File: config.mk
export PLATFORM = sky130hd
export DESIGN_NAME = cidwc_counter
export DESIGN_NICKNAME = d
export VERILOG_FILES = /design/src/inc/cidwc_pkg.sv /design/src/rtl/cidwc_counter.sv
export SDC_FILE = /design/constraint.sdc
export NUM_CORES = 1
export LEC_CHECK = 0
export ABC_AREA = 1
export BUFFER_PORTS_ARGS = -buffer_cell sky130_fd_sc_hd__clkbuf_2
export CELL_PAD_IN_SITES_DETAIL_PLACEMENT = 1
export CELL_PAD_IN_SITES_GLOBAL_PLACEMENT = 1
export CORE_MARGIN = 5
export CORE_UTILIZATION = 49
export DETAILED_ROUTE_END_ITERATION = 7
export PLACE_DENSITY = 0.93
export REMOVE_ABC_BUFFERS = 1
export SYNTH_ARGS = -nofsm -noshare
export SYNTH_HDL_FRONTEND = slang
export SYNTH_SLANG_ARGS = --single-unit
File: constraint.sdc
create_clock -name ref_clk_in -period 3.1 [get_ports ref_clk_in]
set_clock_uncertainty 0.1 [all_clocks]
set_input_delay 0.155 -clock ref_clk_in [delete_from_list [all_inputs] [get_ports ref_clk_in]]
set_output_delay 0.155 -clock ref_clk_in [all_outputs]
set_load 0.1 [all_outputs]
File: src/inc/cidwc_pkg.sv
package cidwc_pkg;

	// ----------------------------------------------------------------
	// Register map, byte addresses on the register bus.
	// ----------------------------------------------------------------
	localparam logic [7:0] ADDR_CONTROL    = 8'h00; // monitor_control_reg.
	localparam logic [7:0] ADDR_ENABLE_SET = 8'h04; // counter_enable_set_reg.
	localparam logic [7:0] ADDR_ENABLE_CLR = 8'h08; // Enable clear.
	localparam logic [7:0] ADDR_SELECT     = 8'h0C; // counter_select_reg.
	localparam logic [7:0] ADDR_EVENT_TYPE = 8'h10; // event_type_reg.
	localparam logic [7:0] ADDR_COUNT      = 8'h14; // Selected count.
	localparam logic [7:0] ADDR_ENABLE_RD  = 8'h18; // Enable status.

	// ----------------------------------------------------------------
	// Field positions, codes and reset values.
	// ----------------------------------------------------------------
	localparam int         CTRL_ENABLE_BIT = 0;     // Global enable.
	localparam int         CID_EVENT_BIT   = 12;    // Output bus bit.
	localparam logic [7:0] CODE_CID_WRITE  = 8'h0B; // Context ID write.
	localparam logic [7:0] CODE_RESET      = 8'h00; // Type after reset.
	localparam logic [1:0] RESP_OKAY       = 2'b00;
	localparam logic [1:0] RESP_SLVERR     = 2'b10;

	// Context identifier access strobes from the core.
	typedef struct packed {
		logic write_exec; // Executed write of context_id_reg.
		logic read_exec;  // Executed read of context_id_reg.
	} cidwc_access_s;

endpackage

File: src/rtl/cidwc_counter.sv
// Implementation choices: the placing of the registers and the AXI4-Lite interface to the registers.
`timescale 1ns/1ps
module cidwc_counter
	import cidwc_pkg::*;
#(
	parameter int NUM_CNT = 8,
	parameter int CNT_W   = 32,
	parameter int EVT_W   = 16
) (
	input  wire logic                 ref_clk_in,
	input  wire logic                 rst_n_in,
	input  wire cidwc_access_s        cid_access_in,
	input  wire logic [7:0]           s_axi_awaddr_in,
	input  wire logic                 s_axi_awvalid_in,
	output logic                      s_axi_awready_out,
	input  wire logic [31:0]          s_axi_wdata_in,
	input  wire logic [3:0]           s_axi_wstrb_in,
	input  wire logic                 s_axi_wvalid_in,
	output logic                      s_axi_wready_out,
	output logic [1:0]                s_axi_bresp_out,
	output logic                      s_axi_bvalid_out,
	input  wire logic                 s_axi_bready_in,
	input  wire logic [7:0]           s_axi_araddr_in,
	input  wire logic                 s_axi_arvalid_in,
	output logic                      s_axi_arready_out,
	output logic [31:0]               s_axi_rdata_out,
	output logic [1:0]                s_axi_rresp_out,
	output logic                      s_axi_rvalid_out,
	input  wire logic                 s_axi_rready_in,
	output logic [EVT_W-1:0]          event_output_bus_out
);

	// ----------------------------------------------------------------
	// Configuration state.
	// ----------------------------------------------------------------
	logic                    global_enable;       // monitor_control_reg E.
	logic [NUM_CNT-1:0]      counter_enable_bit;  // Per-counter enable.
	logic [2:0]              counter_select;      // Selected counter.
	logic [7:0]              event_code_field [NUM_CNT]; // Mapped codes.
	logic [CNT_W-1:0]        count [NUM_CNT];     // Event counters.

	// Write channel holding state; address and data may arrive apart.
	logic        aw_held;
	logic        w_held;
	logic [7:0]  aw_addr;
	logic [31:0] w_data;
	logic [3:0]  w_strb;
	logic        do_write;
	logic [31:0] wr_bits; // Write data masked to its strobed byte lanes.

	// A write commits once both halves are held and no response waits.
	assign do_write = aw_held && w_held && !s_axi_bvalid_out;

	// Merges byte lanes of a write into an old word.
	function automatic logic [31:0] merge(input logic [31:0] old_v,
			input logic [31:0] new_v, input logic [3:0] strb);
		logic [31:0] res;
		res = old_v;
		for (int b = 0; b < 4; b++) begin
			if (strb[b]) begin
				res[b*8 +: 8] = new_v[b*8 +: 8];
			end
		end
		return res;
	endfunction

	// The masked word is held in a net because a function result cannot
	// be part-selected directly.
	assign wr_bits = merge(32'h0000_0000, w_data, w_strb);

	// ----------------------------------------------------------------
	// Write address and data capture.
	// ----------------------------------------------------------------
	// Each half is accepted independently and held until the commit.
	always_ff @(posedge ref_clk_in or negedge rst_n_in) begin
		if (!rst_n_in) begin
			aw_held <= 1'b0;
			w_held  <= 1'b0;
			aw_addr <= 8'h00;
			w_data  <= 32'h0000_0000;
			w_strb  <= 4'h0;
			s_axi_awready_out <= 1'b0;
			s_axi_wready_out  <= 1'b0;
		end else begin
			// Ready is raised only while the holding slot is empty.
			s_axi_awready_out <= !aw_held && !s_axi_awready_out;
			s_axi_wready_out  <= !w_held && !s_axi_wready_out;
			if (s_axi_awvalid_in && s_axi_awready_out) begin
				aw_held <= 1'b1;
				aw_addr <= s_axi_awaddr_in;
				s_axi_awready_out <= 1'b0;
			end
			if (s_axi_wvalid_in && s_axi_wready_out) begin
				w_held <= 1'b1;
				w_data <= s_axi_wdata_in;
				w_strb <= s_axi_wstrb_in;
				s_axi_wready_out <= 1'b0;
			end
			if (do_write) begin
				aw_held <= 1'b0;
				w_held  <= 1'b0;
			end
		end
	end

	// ----------------------------------------------------------------
	// Write response.
	// ----------------------------------------------------------------
	always_ff @(posedge ref_clk_in or negedge rst_n_in) begin
		if (!rst_n_in) begin
			s_axi_bvalid_out <= 1'b0;
			s_axi_bresp_out  <= RESP_OKAY;
		end else if (do_write) begin
			s_axi_bvalid_out <= 1'b1;
			// The count register is read only; unknown slots error out.
			s_axi_bresp_out  <= (aw_addr <= ADDR_EVENT_TYPE &&
				aw_addr[1:0] == 2'b00) ? RESP_OKAY : RESP_SLVERR;
		end else if (s_axi_bready_in) begin
			s_axi_bvalid_out <= 1'b0;
		end
	end

	// ----------------------------------------------------------------
	// Configuration registers.
	// ----------------------------------------------------------------
	always_ff @(posedge ref_clk_in or negedge rst_n_in) begin
		if (!rst_n_in) begin
			global_enable      <= 1'b0;
			counter_enable_bit <= '0;
			counter_select     <= 3'd0;
			for (int i = 0; i < NUM_CNT; i++) begin
				event_code_field[i] <= CODE_RESET;
			end
		end else if (do_write) begin
			case (aw_addr)
				ADDR_CONTROL: begin
					if (w_strb[0]) begin
						global_enable <= w_data[CTRL_ENABLE_BIT];
					end
				end
				ADDR_ENABLE_SET: begin
					counter_enable_bit <= counter_enable_bit |
						wr_bits[NUM_CNT-1:0];
				end
				ADDR_ENABLE_CLR: begin
					counter_enable_bit <= counter_enable_bit &
						~wr_bits[NUM_CNT-1:0];
				end
				ADDR_SELECT: begin
					if (w_strb[0]) begin
						counter_select <= w_data[2:0];
					end
				end
				ADDR_EVENT_TYPE: begin
					if (w_strb[0]) begin
						event_code_field[counter_select] <= w_data[7:0];
					end
				end
				default: begin
				end
			endcase
		end
	end

	// ----------------------------------------------------------------
	// Event counters, one per slot.
	// ----------------------------------------------------------------
	// Only the write strobe feeds the counters; the read strobe is
	// deliberately unused so a read can never be mistaken for a write.
	for (genvar g = 0; g < NUM_CNT; g++) begin : gen_cnt
		always_ff @(posedge ref_clk_in or negedge rst_n_in) begin
			if (!rst_n_in) begin
				count[g] <= '0;
			end else if (global_enable && counter_enable_bit[g] &&
					event_code_field[g] == CODE_CID_WRITE &&
					cid_access_in.write_exec) begin
				count[g] <= count[g] + 1'b1;
			end
		end

	end

	// ----------------------------------------------------------------
	// Event output bus.
	// ----------------------------------------------------------------
	always_ff @(posedge ref_clk_in or negedge rst_n_in) begin
		if (!rst_n_in) begin
			event_output_bus_out <= '0;
		end else begin
			event_output_bus_out <= '0;
			event_output_bus_out[CID_EVENT_BIT] <= cid_access_in.write_exec;
		end
	end

	// ----------------------------------------------------------------
	// Read channel.
	// ----------------------------------------------------------------
	always_ff @(posedge ref_clk_in or negedge rst_n_in) begin
		if (!rst_n_in) begin
			s_axi_arready_out <= 1'b0;
			s_axi_rvalid_out  <= 1'b0;
			s_axi_rdata_out   <= 32'h0000_0000;
			s_axi_rresp_out   <= RESP_OKAY;
		end else begin
			s_axi_arready_out <= !s_axi_rvalid_out && !s_axi_arready_out;
			if (s_axi_arvalid_in && s_axi_arready_out) begin
				s_axi_arready_out <= 1'b0;
				s_axi_rvalid_out  <= 1'b1;
				s_axi_rresp_out   <= RESP_OKAY;
				s_axi_rdata_out   <= 32'h0000_0000;
				case (s_axi_araddr_in)
					ADDR_CONTROL:    s_axi_rdata_out[0] <= global_enable;
					ADDR_ENABLE_SET,
					ADDR_ENABLE_RD:  s_axi_rdata_out[NUM_CNT-1:0] <=
						counter_enable_bit;
					ADDR_ENABLE_CLR: s_axi_rdata_out[NUM_CNT-1:0] <=
						counter_enable_bit;
					ADDR_SELECT:     s_axi_rdata_out[2:0] <= counter_select;
					ADDR_EVENT_TYPE: s_axi_rdata_out[7:0] <=
						event_code_field[counter_select];
					ADDR_COUNT:      s_axi_rdata_out[CNT_W-1:0] <=
						count[counter_select];
					default:         s_axi_rresp_out <= RESP_SLVERR;
				endcase
			end else if (s_axi_rready_in) begin
				s_axi_rvalid_out <= 1'b0;
			end
		end
	end
endmodule

==> impl_metrics.yaml, run 1 <==
logic_synthesis:
  ys_top_cells_by_count: "nand2_1, inv_1, dfrtp_1"
  ys_types: 46
  syn_area_um2: 23900
  synth-seq-cells: 391
  synth_area_leaders: "dfrtp_1, nand2_1, inv_1"
  synth.avg_cell_area_um2: 6.94
  ys_warn_count: 0
  synth_top_flop_cell: "dfrtp_1"
  synth-seq-area-share: 0.409
  ys_async_sr_fraction: 1.00
  yosysMostFrequentCell: "nand2_1"
  netlist_instances: 3446
  yosysTopAreaCellShare: 0.409
  synth-edff-count: 0
  yosysTopAreaCell: "dfrtp_1"
pwr:
  powerDensity_nw_per_um2: 535
  finalPower_mw: 14.4
  vdd.ir_drop.worst_mv: 0.674
  p_leak_nw: 13.0
global_routing:
  grt_max_degree: 75
  grt_pass1_wl_mm: 154
  antenna_found_initial: 1
  grtUsageTotal: 0.370
  grt_overflow: 0
  grt_pass1_vias: 26100
sta:
  setup_viol: 0
  worst_pin_slew_ns: 0.950
  max_freq_mhz: 380
  slew_viol_final: 0
  setup_tns_ns: 0
  rsz0062_at_grt: "no"
  max_slew_margin: 0.360
  final-hold-violation-count: 0
  finalCriticalPeriod_ns: 2.63
  final.period_utilization: 0.848
floorplanning:
  die_x_um: 231
  die_h_um: 231
  io_pins: 118
  initial_core_util: 0.492
  core_um2: 48600
  fp-row-count: 81
  fp.dieArea_um2: 53300
setup_path:
  cp-start-kind: "register"
  worstPathArrival_ns: 3.01
  reg2reg_setup_slack_ns: 0.47
  timing.rr.start: "counter_select[1]"
  critical_path.max_fanout: 17
  critPathKind: "reg2reg"
  r2r_end: "s_axi_rdata_out[10]"
  end_kind: "register"
  worst_r2r_path_depth: 9
  required_ns: 3.49
route:
  drtPass1Iterations: 8
  totalWireLength_mm: 100
  vias_per_cell: 5.94
  route.detailed.drc: 0
  drt_iter0_drc: 2401
  wl_per_cell_um: 23.7
  via_count: 25100
  ant_nets: 0
clocking:
  clock_sinks: 391
  hold_buffers: 30
  clock_latency_ns: 0.62
  clockBufferDepth: 3
  post_cts_resized: 0
  postCtsSetupBuffers: 0
  cts_tree: "built"
  clock-root-buffer: "clkbuf_16"
  clk_pin_slew_ns: 0.07
  numCtsBuffers: 47
  htree_levels: 2
outcome:
  outcome: "complete, no violations"
run:
  maxCapViolCount: 0
finish:
  fillers: 6388
  largestRegisters: "count (256), event_code_field (64), s_axi_rdata_out (32)"
  largest_reg_flops: 256
  finalNonFillerCells: 4231
  final_cell_area_um2: 26900
  final_nets: 3640
  largest-register: "count"
  area_growth_syn_to_layout_pct: 12.4
  drive_above_1_share: 0.0757
placement:
  dp.cells: 4114
  placed_area_um2: 25000
  place.gp.congestion: 1.02
  port-buffer-count: 72
  dp_hpwl_mm: 73.1
worst_hold_path:
  whs_path_depth: 5
  hold_end: "s_axi_rresp_out[1]"
  hp-start: "s_axi_araddr_in[6]"
  hold_class: "in2reg"
## per-layer routing
metal / global-route usage / up-vias / routed length, um
met5: 0 / - / 0
met4: 0.210 / 0 / 7010
met3: 0.0678 / 402 / 8360
met2: 0.598 / 1231 / 46000
met1: 0.469 / 12400 / 39000
li1: - / 11100 / -
## kinds of logic after synthesis
kind of cell	Yosys count	synth area share
AO/OA/AOI/OAI	285	0.0710
XOR/XNOR	134	0.0491
adder cells (fa/ha/maj)	8	0.00419
buffers and inverters	516	0.0899
flip-flops	391	0.409
other	1	0.000157
AND/OR/NAND/NOR	2111	0.376
## cell type report
type                    count  area (um^2)  share of cell area
inverters                 431         1620              0.0602
well taps                 622          778              0.0289
clock inverters            18          213             0.00791
multi-input cells        2555        12000               0.448
repair buffers            145         1060              0.0393
flip-flops and latches    391         9790               0.364
diodes                      1         2.50           0.0000931
clock buffers              68         1400              0.0519
## worst max path at each step
stage | from | end | slack [ns] | depth (start not counted)
2_1_floorplan | counter_select[0] | s_axi_rdata_out[9] | -0.81 | 9
3_3_place_gp | counter_select[1] | s_axi_rdata_out[9] | 0.67 | 8
3_5_place_dp | counter_select[1] | s_axi_rdata_out[10] | 0.58 | 9
4_1_cts | counter_select[1] | s_axi_rdata_out[10] | 0.53 | 9
5_1_grt | counter_select[1] | s_axi_rdata_out[9] | 0.41 | 8
6_report | counter_select[1] | s_axi_rdata_out[10] | 0.47 | 9
## per-stage QoR
step	hold WS, ns	setup WS, ns	utilization
after floorplan	-0.241	-0.814	-
after global placement	0.0966	0.672	0.513
after detailed placement	0.0990	0.580	0.513
after CTS	0.00531	0.532	0.553
after global routing	0.00985	0.411	0.553
final	0.0235	0.471	0.553
## power by group
part	internal, mW	leakage, nW	switching [mW]	total (mW)
registers	5.38	5.04	0.518	5.90
clock network	3.46	0.803	2.51	5.97
logic	0.533	7.16	1.97	2.50
total	9.38	13.0	4.99	14.4
## worst max-delay path, cell delays in order (launching register included)
cell and delay [ns]:
dfrtp_1 0.66, nor2_4 0.18, nand2_1 0.42, inv_1 0.18, nand2_1 0.09, nand2_1 0.05
nor2_1 0.33, nand4_1 0.28, nand2_1 0.14, nand2_1 0.06
## cells in the final DEF, fill, tap and decap left out, types with 4 or more instances in the layout
cell and instances:
nand3b_1 17, nor3_1 152, or2_2 4, o211ai_1 22
o21ai_2 16, clkinv_1 5, nand2_1 1244, dfrtp_1 390
nor4_1 14, ha_1 8, nor2_1 359, nor2_4 4
nor3_4 4, nand4_1 73, dlygate4sd3_1 30, inv_2 4
buf_12 5, clkbuf_16 48, clkbuf_2 71, xnor2_1 12
inv_1 422, o21ai_1 10, a21oi_1 19, clkbuf_8 12
nor2_2 18, o21ai_0 130, o21a_1 8, a22oi_1 18
o21bai_1 8, nand3_1 191, nand2_2 14, clkbuf_1 8
clkinv_2 10, nor2_8 8, bufinv_16 4, buf_4 38
xor2_1 122, conb_1 17, o22ai_1 52
Note: power is estimated with default switching activity, not from simulation.
==> inputs of run 2 (changes only) <==
--- a/config.mk
+++ b/config.mk
@@ -10,9 +10,9 @@
 export CELL_PAD_IN_SITES_DETAIL_PLACEMENT = 1
 export CELL_PAD_IN_SITES_GLOBAL_PLACEMENT = 1
 export CORE_MARGIN = 5
-export CORE_UTILIZATION = 49
+export CORE_UTILIZATION = 46
 export DETAILED_ROUTE_END_ITERATION = 7
-export PLACE_DENSITY = 0.93
+export PLACE_DENSITY = 0.89
 export REMOVE_ABC_BUFFERS = 1
 export SYNTH_ARGS = -nofsm -noshare
 export SYNTH_HDL_FRONTEND = slang
==> constraint.sdc (replaced) <==
create_clock -name ref_clk_in -period 2.8 [get_ports ref_clk_in]
set_clock_uncertainty 0.1 [all_clocks]
set_input_delay 0.14 -clock ref_clk_in [delete_from_list [all_inputs] [get_ports ref_clk_in]]
set_output_delay 0.14 -clock ref_clk_in [all_outputs]
set_load 0.1 [all_outputs]
==> impl_metrics.yaml, run 2 (synthesis results as in run 1) <==
pwr:
  netSwitchingFraction: 0.352
  powerDensity_nw_per_um2: 583
  vdd.ir_drop.worst_mv: 0.760
  intPower_mw: 10.3
  switchingPower_mw: 5.57
  finalPower_mw: 15.8
  p_comb_frac: 0.190
  clockPowerShare: 0.397
  pwr-share-seq: 0.413
  p_leak_nw: 13.1
setup_path:
  cp-start-kind: "input pin"
  r2r_end: "count[150]"
  timing.rr.start: "global_enable"
  reg2reg_setup_slack_ns: 0.22
  critPathKind: "in2reg"
  worstPathArrival_ns: 3.05
  critical_path.max_fanout: 7
  end_kind: "register"
  worst_r2r_path_depth: 7
  required_ns: 3.17
placement:
  dp.cells: 4178
  placed_area_um2: 25100
  dp_hpwl_mm: 71.7
  port-buffer-count: 72
  place.gp.congestion: 1.02
global_routing:
  antenna_found_initial: 2
  grt_pass1_wl_mm: 155
  grt_max_degree: 95
  grt_overflow: 0
  grt_pass1_vias: 26100
  grtUsageTotal: 0.349
sta:
  final.period_utilization: 0.957
  worst_pin_slew_ns: 0.954
  finalCriticalPeriod_ns: 2.68
  max_slew_margin: 0.358
  setup_tns_ns: 0
  max_freq_mhz: 373
  final-hold-violation-count: 0
  rsz0062_at_grt: "no"
  setup_viol: 0
  slew_viol_final: 0
route:
  ant_nets: 0
  wl_per_cell_um: 23.3
  totalWireLength_mm: 100
  drt_iter0_drc: 2627
  vias_per_cell: 5.80
  route.detailed.drc: 0
  via_count: 25000
  drtPass1Iterations: 5
finish:
  final_cell_area_um2: 27100
  largest-register: "count"
  multi_input_area_um2: 12000
  n_antenna_cell: 0
  finalNonFillerCells: 4309
  largest_reg_flops: 256
  layout_commonest_cell: "nand2_1"
  largestRegisters: "count (256), event_code_field (64), s_axi_rdata_out (32)"
  final_nets: 3664
  area_growth_syn_to_layout_pct: 13.5
  fin_util: 0.528
  ff_latch_area_um2: 9790
  drive_above_1_share: 0.0758
  layout_common_cells: "nand2_1, inv_1, dfrtp_1"
  fillers: 6708
clocking:
  clk_pin_slew_ns: 0.06
  clock-root-buffer: "clkbuf_16"
  cts_tree: "built"
  numCtsBuffers: 46
  htree_levels: 2
  postCtsSetupBuffers: 0
  clock_sinks: 391
  clock_latency_ns: 0.64
  clockBufferDepth: 3
floorplanning:
  die_x_um: 238
  core_um2: 51400
  initial_core_util: 0.465
  fp-row-count: 83
  fp.dieArea_um2: 56600
  io_pins: 118
  die_h_um: 238
worst_hold_path:
  hold_class: "in2async"
run:
  maxCapViolCount: 0
outcome:
  outcome: "complete, no violations"
==> run 2: metrics by stage <==
| step | hold slack [ns] | worst slack [ns] |
|---|---|---|
| 2_1_floorplan | -0.256 | -1.11 |
| 3_3_place_gp | 0.0920 | 0.385 |
| 3_5_place_dp | 0.0869 | 0.378 |
| 4_1_cts | 0.0355 | 0.167 |
| 5_1_grt | 0.0581 | 0.0383 |
| 6_report | 0.00283 | 0.120 |
==> run 2: critical path: stages <==
cell           delay, ns
dlygate4sd3_1       0.55
clkbuf_2            0.13
nor2_4              0.17
dlygate4sd3_1       0.60
nand3_1             0.09
dlygate4sd3_1       0.61
o2111ai_1           0.11
dlygate4sd3_1       0.58
o21ai_0             0.07
==> run 2: worst max path at each step <==
stage                       start                   to  cells past startpoint  slack [ns]
2_1_floorplan   counter_select[0]   s_axi_rdata_out[9]                      9       -1.11
4_1_cts        s_axi_araddr_in[0]   s_axi_rresp_out[1]                      9        0.17
6_report       s_axi_araddr_in[0]   s_axi_rresp_out[1]                      9        0.12
3_5_place_dp    counter_select[2]  s_axi_rdata_out[27]                      8        0.38
5_1_grt             global_enable           count[150]                      7        0.04
3_3_place_gp    counter_select[1]  s_axi_rdata_out[27]                      7        0.39
==> run 2: area by class of cell <==
cell class	instances	share of cell area
timing repair buffer	170	0.0485
tap	680	0.0314
sequential	391	0.361
inverter	431	0.0598
clock inverter	14	0.00562
multi-input combinational	2555	0.444
clock buffer	68	0.0503
==> run 2: power by group through the flow <==
stage,Sequential (mW),Combinational (mW),Clock [mW]
finish,6.53,3.00,6.29
detailed placement,6.56,2.57,0
global placement,6.54,2.50,0
global route,6.53,3.13,6.54
CTS,6.46,2.81,6.24
floorplan,7.09,0.956,0
==> run 2: layer usage <==
layer | global-route usage | part of all wire | vias to the layer above
met3 | 0.0722 | 0.084 | 410
met2 | 0.569 | 0.46 | 1159
met5 | 0 | 0.00016 | -
li1 | - | - | 11200
met4 | 0.179 | 0.066 | 2
met1 | 0.441 | 0.39 | 12300
==> run 2: timing repair <==
item	in CTS	in global routing
resized for setup	0	2
setup endpoints to repair	0	3
endpoints found under the hold margin	173	0
hold buffers	49	0
==> inputs of run 3 (changes only) <==
--- a/config.mk
+++ b/config.mk
@@ -10,10 +10,12 @@
 export CELL_PAD_IN_SITES_DETAIL_PLACEMENT = 1
 export CELL_PAD_IN_SITES_GLOBAL_PLACEMENT = 1
 export CORE_MARGIN = 5
-export CORE_UTILIZATION = 46
+export CORE_UTILIZATION = 47
+export CTS_BUF_LIST = sky130_fd_sc_hd__clkbuf_8
 export DETAILED_ROUTE_END_ITERATION = 7
-export PLACE_DENSITY = 0.89
+export PLACE_DENSITY = 0.9
 export REMOVE_ABC_BUFFERS = 1
+export SLEW_MARGIN = 10
 export SYNTH_ARGS = -nofsm -noshare
 export SYNTH_HDL_FRONTEND = slang
 export SYNTH_SLANG_ARGS = --single-unit
==> impl_metrics.yaml, run 3 (synthesis results as in run 1) <==
global_routing:
  gr-usage-met1: 0.447
  grt_pass1_wl_mm: 160
  grtUsageTotal: 0.371
  use_met2: 0.596
  grt_max_degree: 74
  grt_overflow: 0
  antenna_found_initial: 2
  grt_pass1_vias: 26800
  grt_use_met3: 0.0929
  gr-max-usage-layer: "met2"
sta:
  fin_ws_ns: 0.00432
  max_freq_mhz: 358
  finalCriticalPeriod_ns: 2.80
  final.period_utilization: 0.998
  worst_pin_slew_ns: 0.873
  final-hold-violation-count: 0
  max_slew_margin: 0.412
  setup_tns_ns: 0
  rsz0062_at_grt: "no"
  holdWs_ns: 0.0315
  setup_viol: 0
  slew_viol_final: 0
placement:
  place.gp.congestion: 1.02
  port-buffer-count: 72
  pre_cts_slack_ns: 0.182
  dp_hpwl_mm: 72.8
finish:
  final_nets: 3712
  fin_util: 0.543
  fillers: 6635
  layout_commonest_cell: "nand2_1"
  area_growth_syn_to_layout_pct: 14.1
  ff_latch_area_um2: 9790
  largest_reg_flops: 256
  multi_input_area_um2: 12000
  drive_above_1_share: 0.0836
  largest-register: "count"
  layout_common_cells: "nand2_1, inv_1, dfrtp_1"
  largestRegisters: "count (256), event_code_field (64), s_axi_rdata_out (32)"
clocking:
  clock_latency_ns: 0.73
  clock-root-buffer: "clkbuf_8"
  clk_pin_slew_ns: 0.07
  htree_levels: 3
  cts_tree: "built"
  numCtsBuffers: 74
  clock_sinks: 391
  clockBufferDepth: 3
floorplanning:
  core_um2: 50300
  io_pins: 118
  die_h_um: 236
  fp.dieArea_um2: 55500
  die_x_um: 236
  initial_core_util: 0.476
  fp-row-count: 82
worst_hold_path:
  hold_class: "in2reg"
  hp-start: "s_axi_araddr_in[4]"
setup_path:
  timing.rr.start: "counter_select[0]"
  worstPathArrival_ns: 3.29
  cp-start-kind: "register"
  path_buf_inv: 2
  slowest_delay_ns: 0.58
  cp_top_family: "buffers and inverters"
  required_ns: 3.29
  end_kind: "register"
  startpoint: "counter_select[0]"
  worstPathCellList: "buf_16 -> nand2_1 -> nand3_1 -> nand2_1 -> o21ai_0 -> nand3_1 -> dlygate4sd3_1 -> nor2_1 -> nor2_1"
  crit_slowest_cell: "dlygate4sd3_1"
  critPathKind: "reg2reg"
  critical_path.max_fanout: 73
pwr:
  vdd.ir_drop.worst_mv: 0.742
  powerDensity_nw_per_um2: 573
  p_leak_nw: 13.2
route:
  wl_per_cell_um: 24.3
  vias_per_cell: 5.92
  route.detailed.drc: 0
  via_count: 25900
  ant_nets: 0
  totalWireLength_mm: 106
  drt_iter0_drc: 2637
  drtPass1Iterations: 6
outcome:
  outcome: "complete, no violations"
run:
  maxCapViolCount: 0
==> run 3: changes by cell type in the layout (fill, tap and decap cells not counted), moves of 2 or more <==
cell,before,now
buf_16,0,2
buf_4,42,44
clkbuf_1,10,0
clkbuf_16,47,0
clkbuf_8,11,89
clkinv_2,7,3
clkinvlp_4,2,4
dlygate4sd3_1,49,66
inv_1,422,450
inv_8,0,2
nor2_2,17,19
==> run 3: where the power goes <==
group | switching (mW) | internal (mW) | leakage [nW]
clock | 2.97 | 2.99 | 0.843
combinational | 2.33 | 0.759 | 7.33
sequential | 0.633 | 5.96 | 5.04
==> run 3: what timing repair did <==
action / CTS / global route
buffers inserted: 0 / 0
endpoints found under the hold margin: 417 / 0
gates resized for setup: 0 / 6
endpoints found under the setup margin: 0 / 10
hold buffers: 67 / 0
==> run 3: worst paths after layout <==
kind,end,slack [ns],cells after the start
worst max-delay path,s_axi_rdata_out[0],0.004,9
worst max register to register,s_axi_rdata_out[0],0.004,9
worst min-delay path,s_axi_rdata_out[6],0.03,7
worst min register to register,s_axi_arready_out,0.35,1
max in group asynchronous,count[255],2.07,3
min in group asynchronous,w_data[6],0.09,3
==> run 3: metrics by stage <==
stage	instances	instance area (um^2)	power, mW
after floorplan	3377	23400	8.04
after global placement	4172	25100	9.01
after detailed placement	4172	25100	9.10
after CTS	4368	27300	15.1
after global routing	4368	27300	15.9
final	4369	27300	15.6
==> run 3: worst min-delay path, delay by kind of cell <==
| kind | cells | cell delay (ns) |
|---|---|---|
| buf+inv | 1 | 0.09 |
| simple gates | 5 | 0.46 |
| compound gates | 1 | 0.11 |
==> run 3: area by class of cell <==
| cell class | instances | share of cell area |
|---|---|---|
| multi-input combinational | 2555 | 0.441 |
| sequential | 391 | 0.359 |
| inverter | 431 | 0.0595 |
| timing repair buffer | 190 | 0.0563 |
| clock buffer | 89 | 0.0449 |
| tap | 672 | 0.0308 |
| clock inverter | 40 | 0.00839 |
| antenna | 1 | 0.0000917 |
==> run 3: metal layers <==
| metal | up-vias | share of wire |
|---|---|---|
| met5 | - | 0.00013 |
| met4 | 2 | 0.083 |
| met3 | 535 | 0.092 |
| met2 | 1395 | 0.45 |
| met1 | 12600 | 0.37 |
| li1 | 11300 | - |
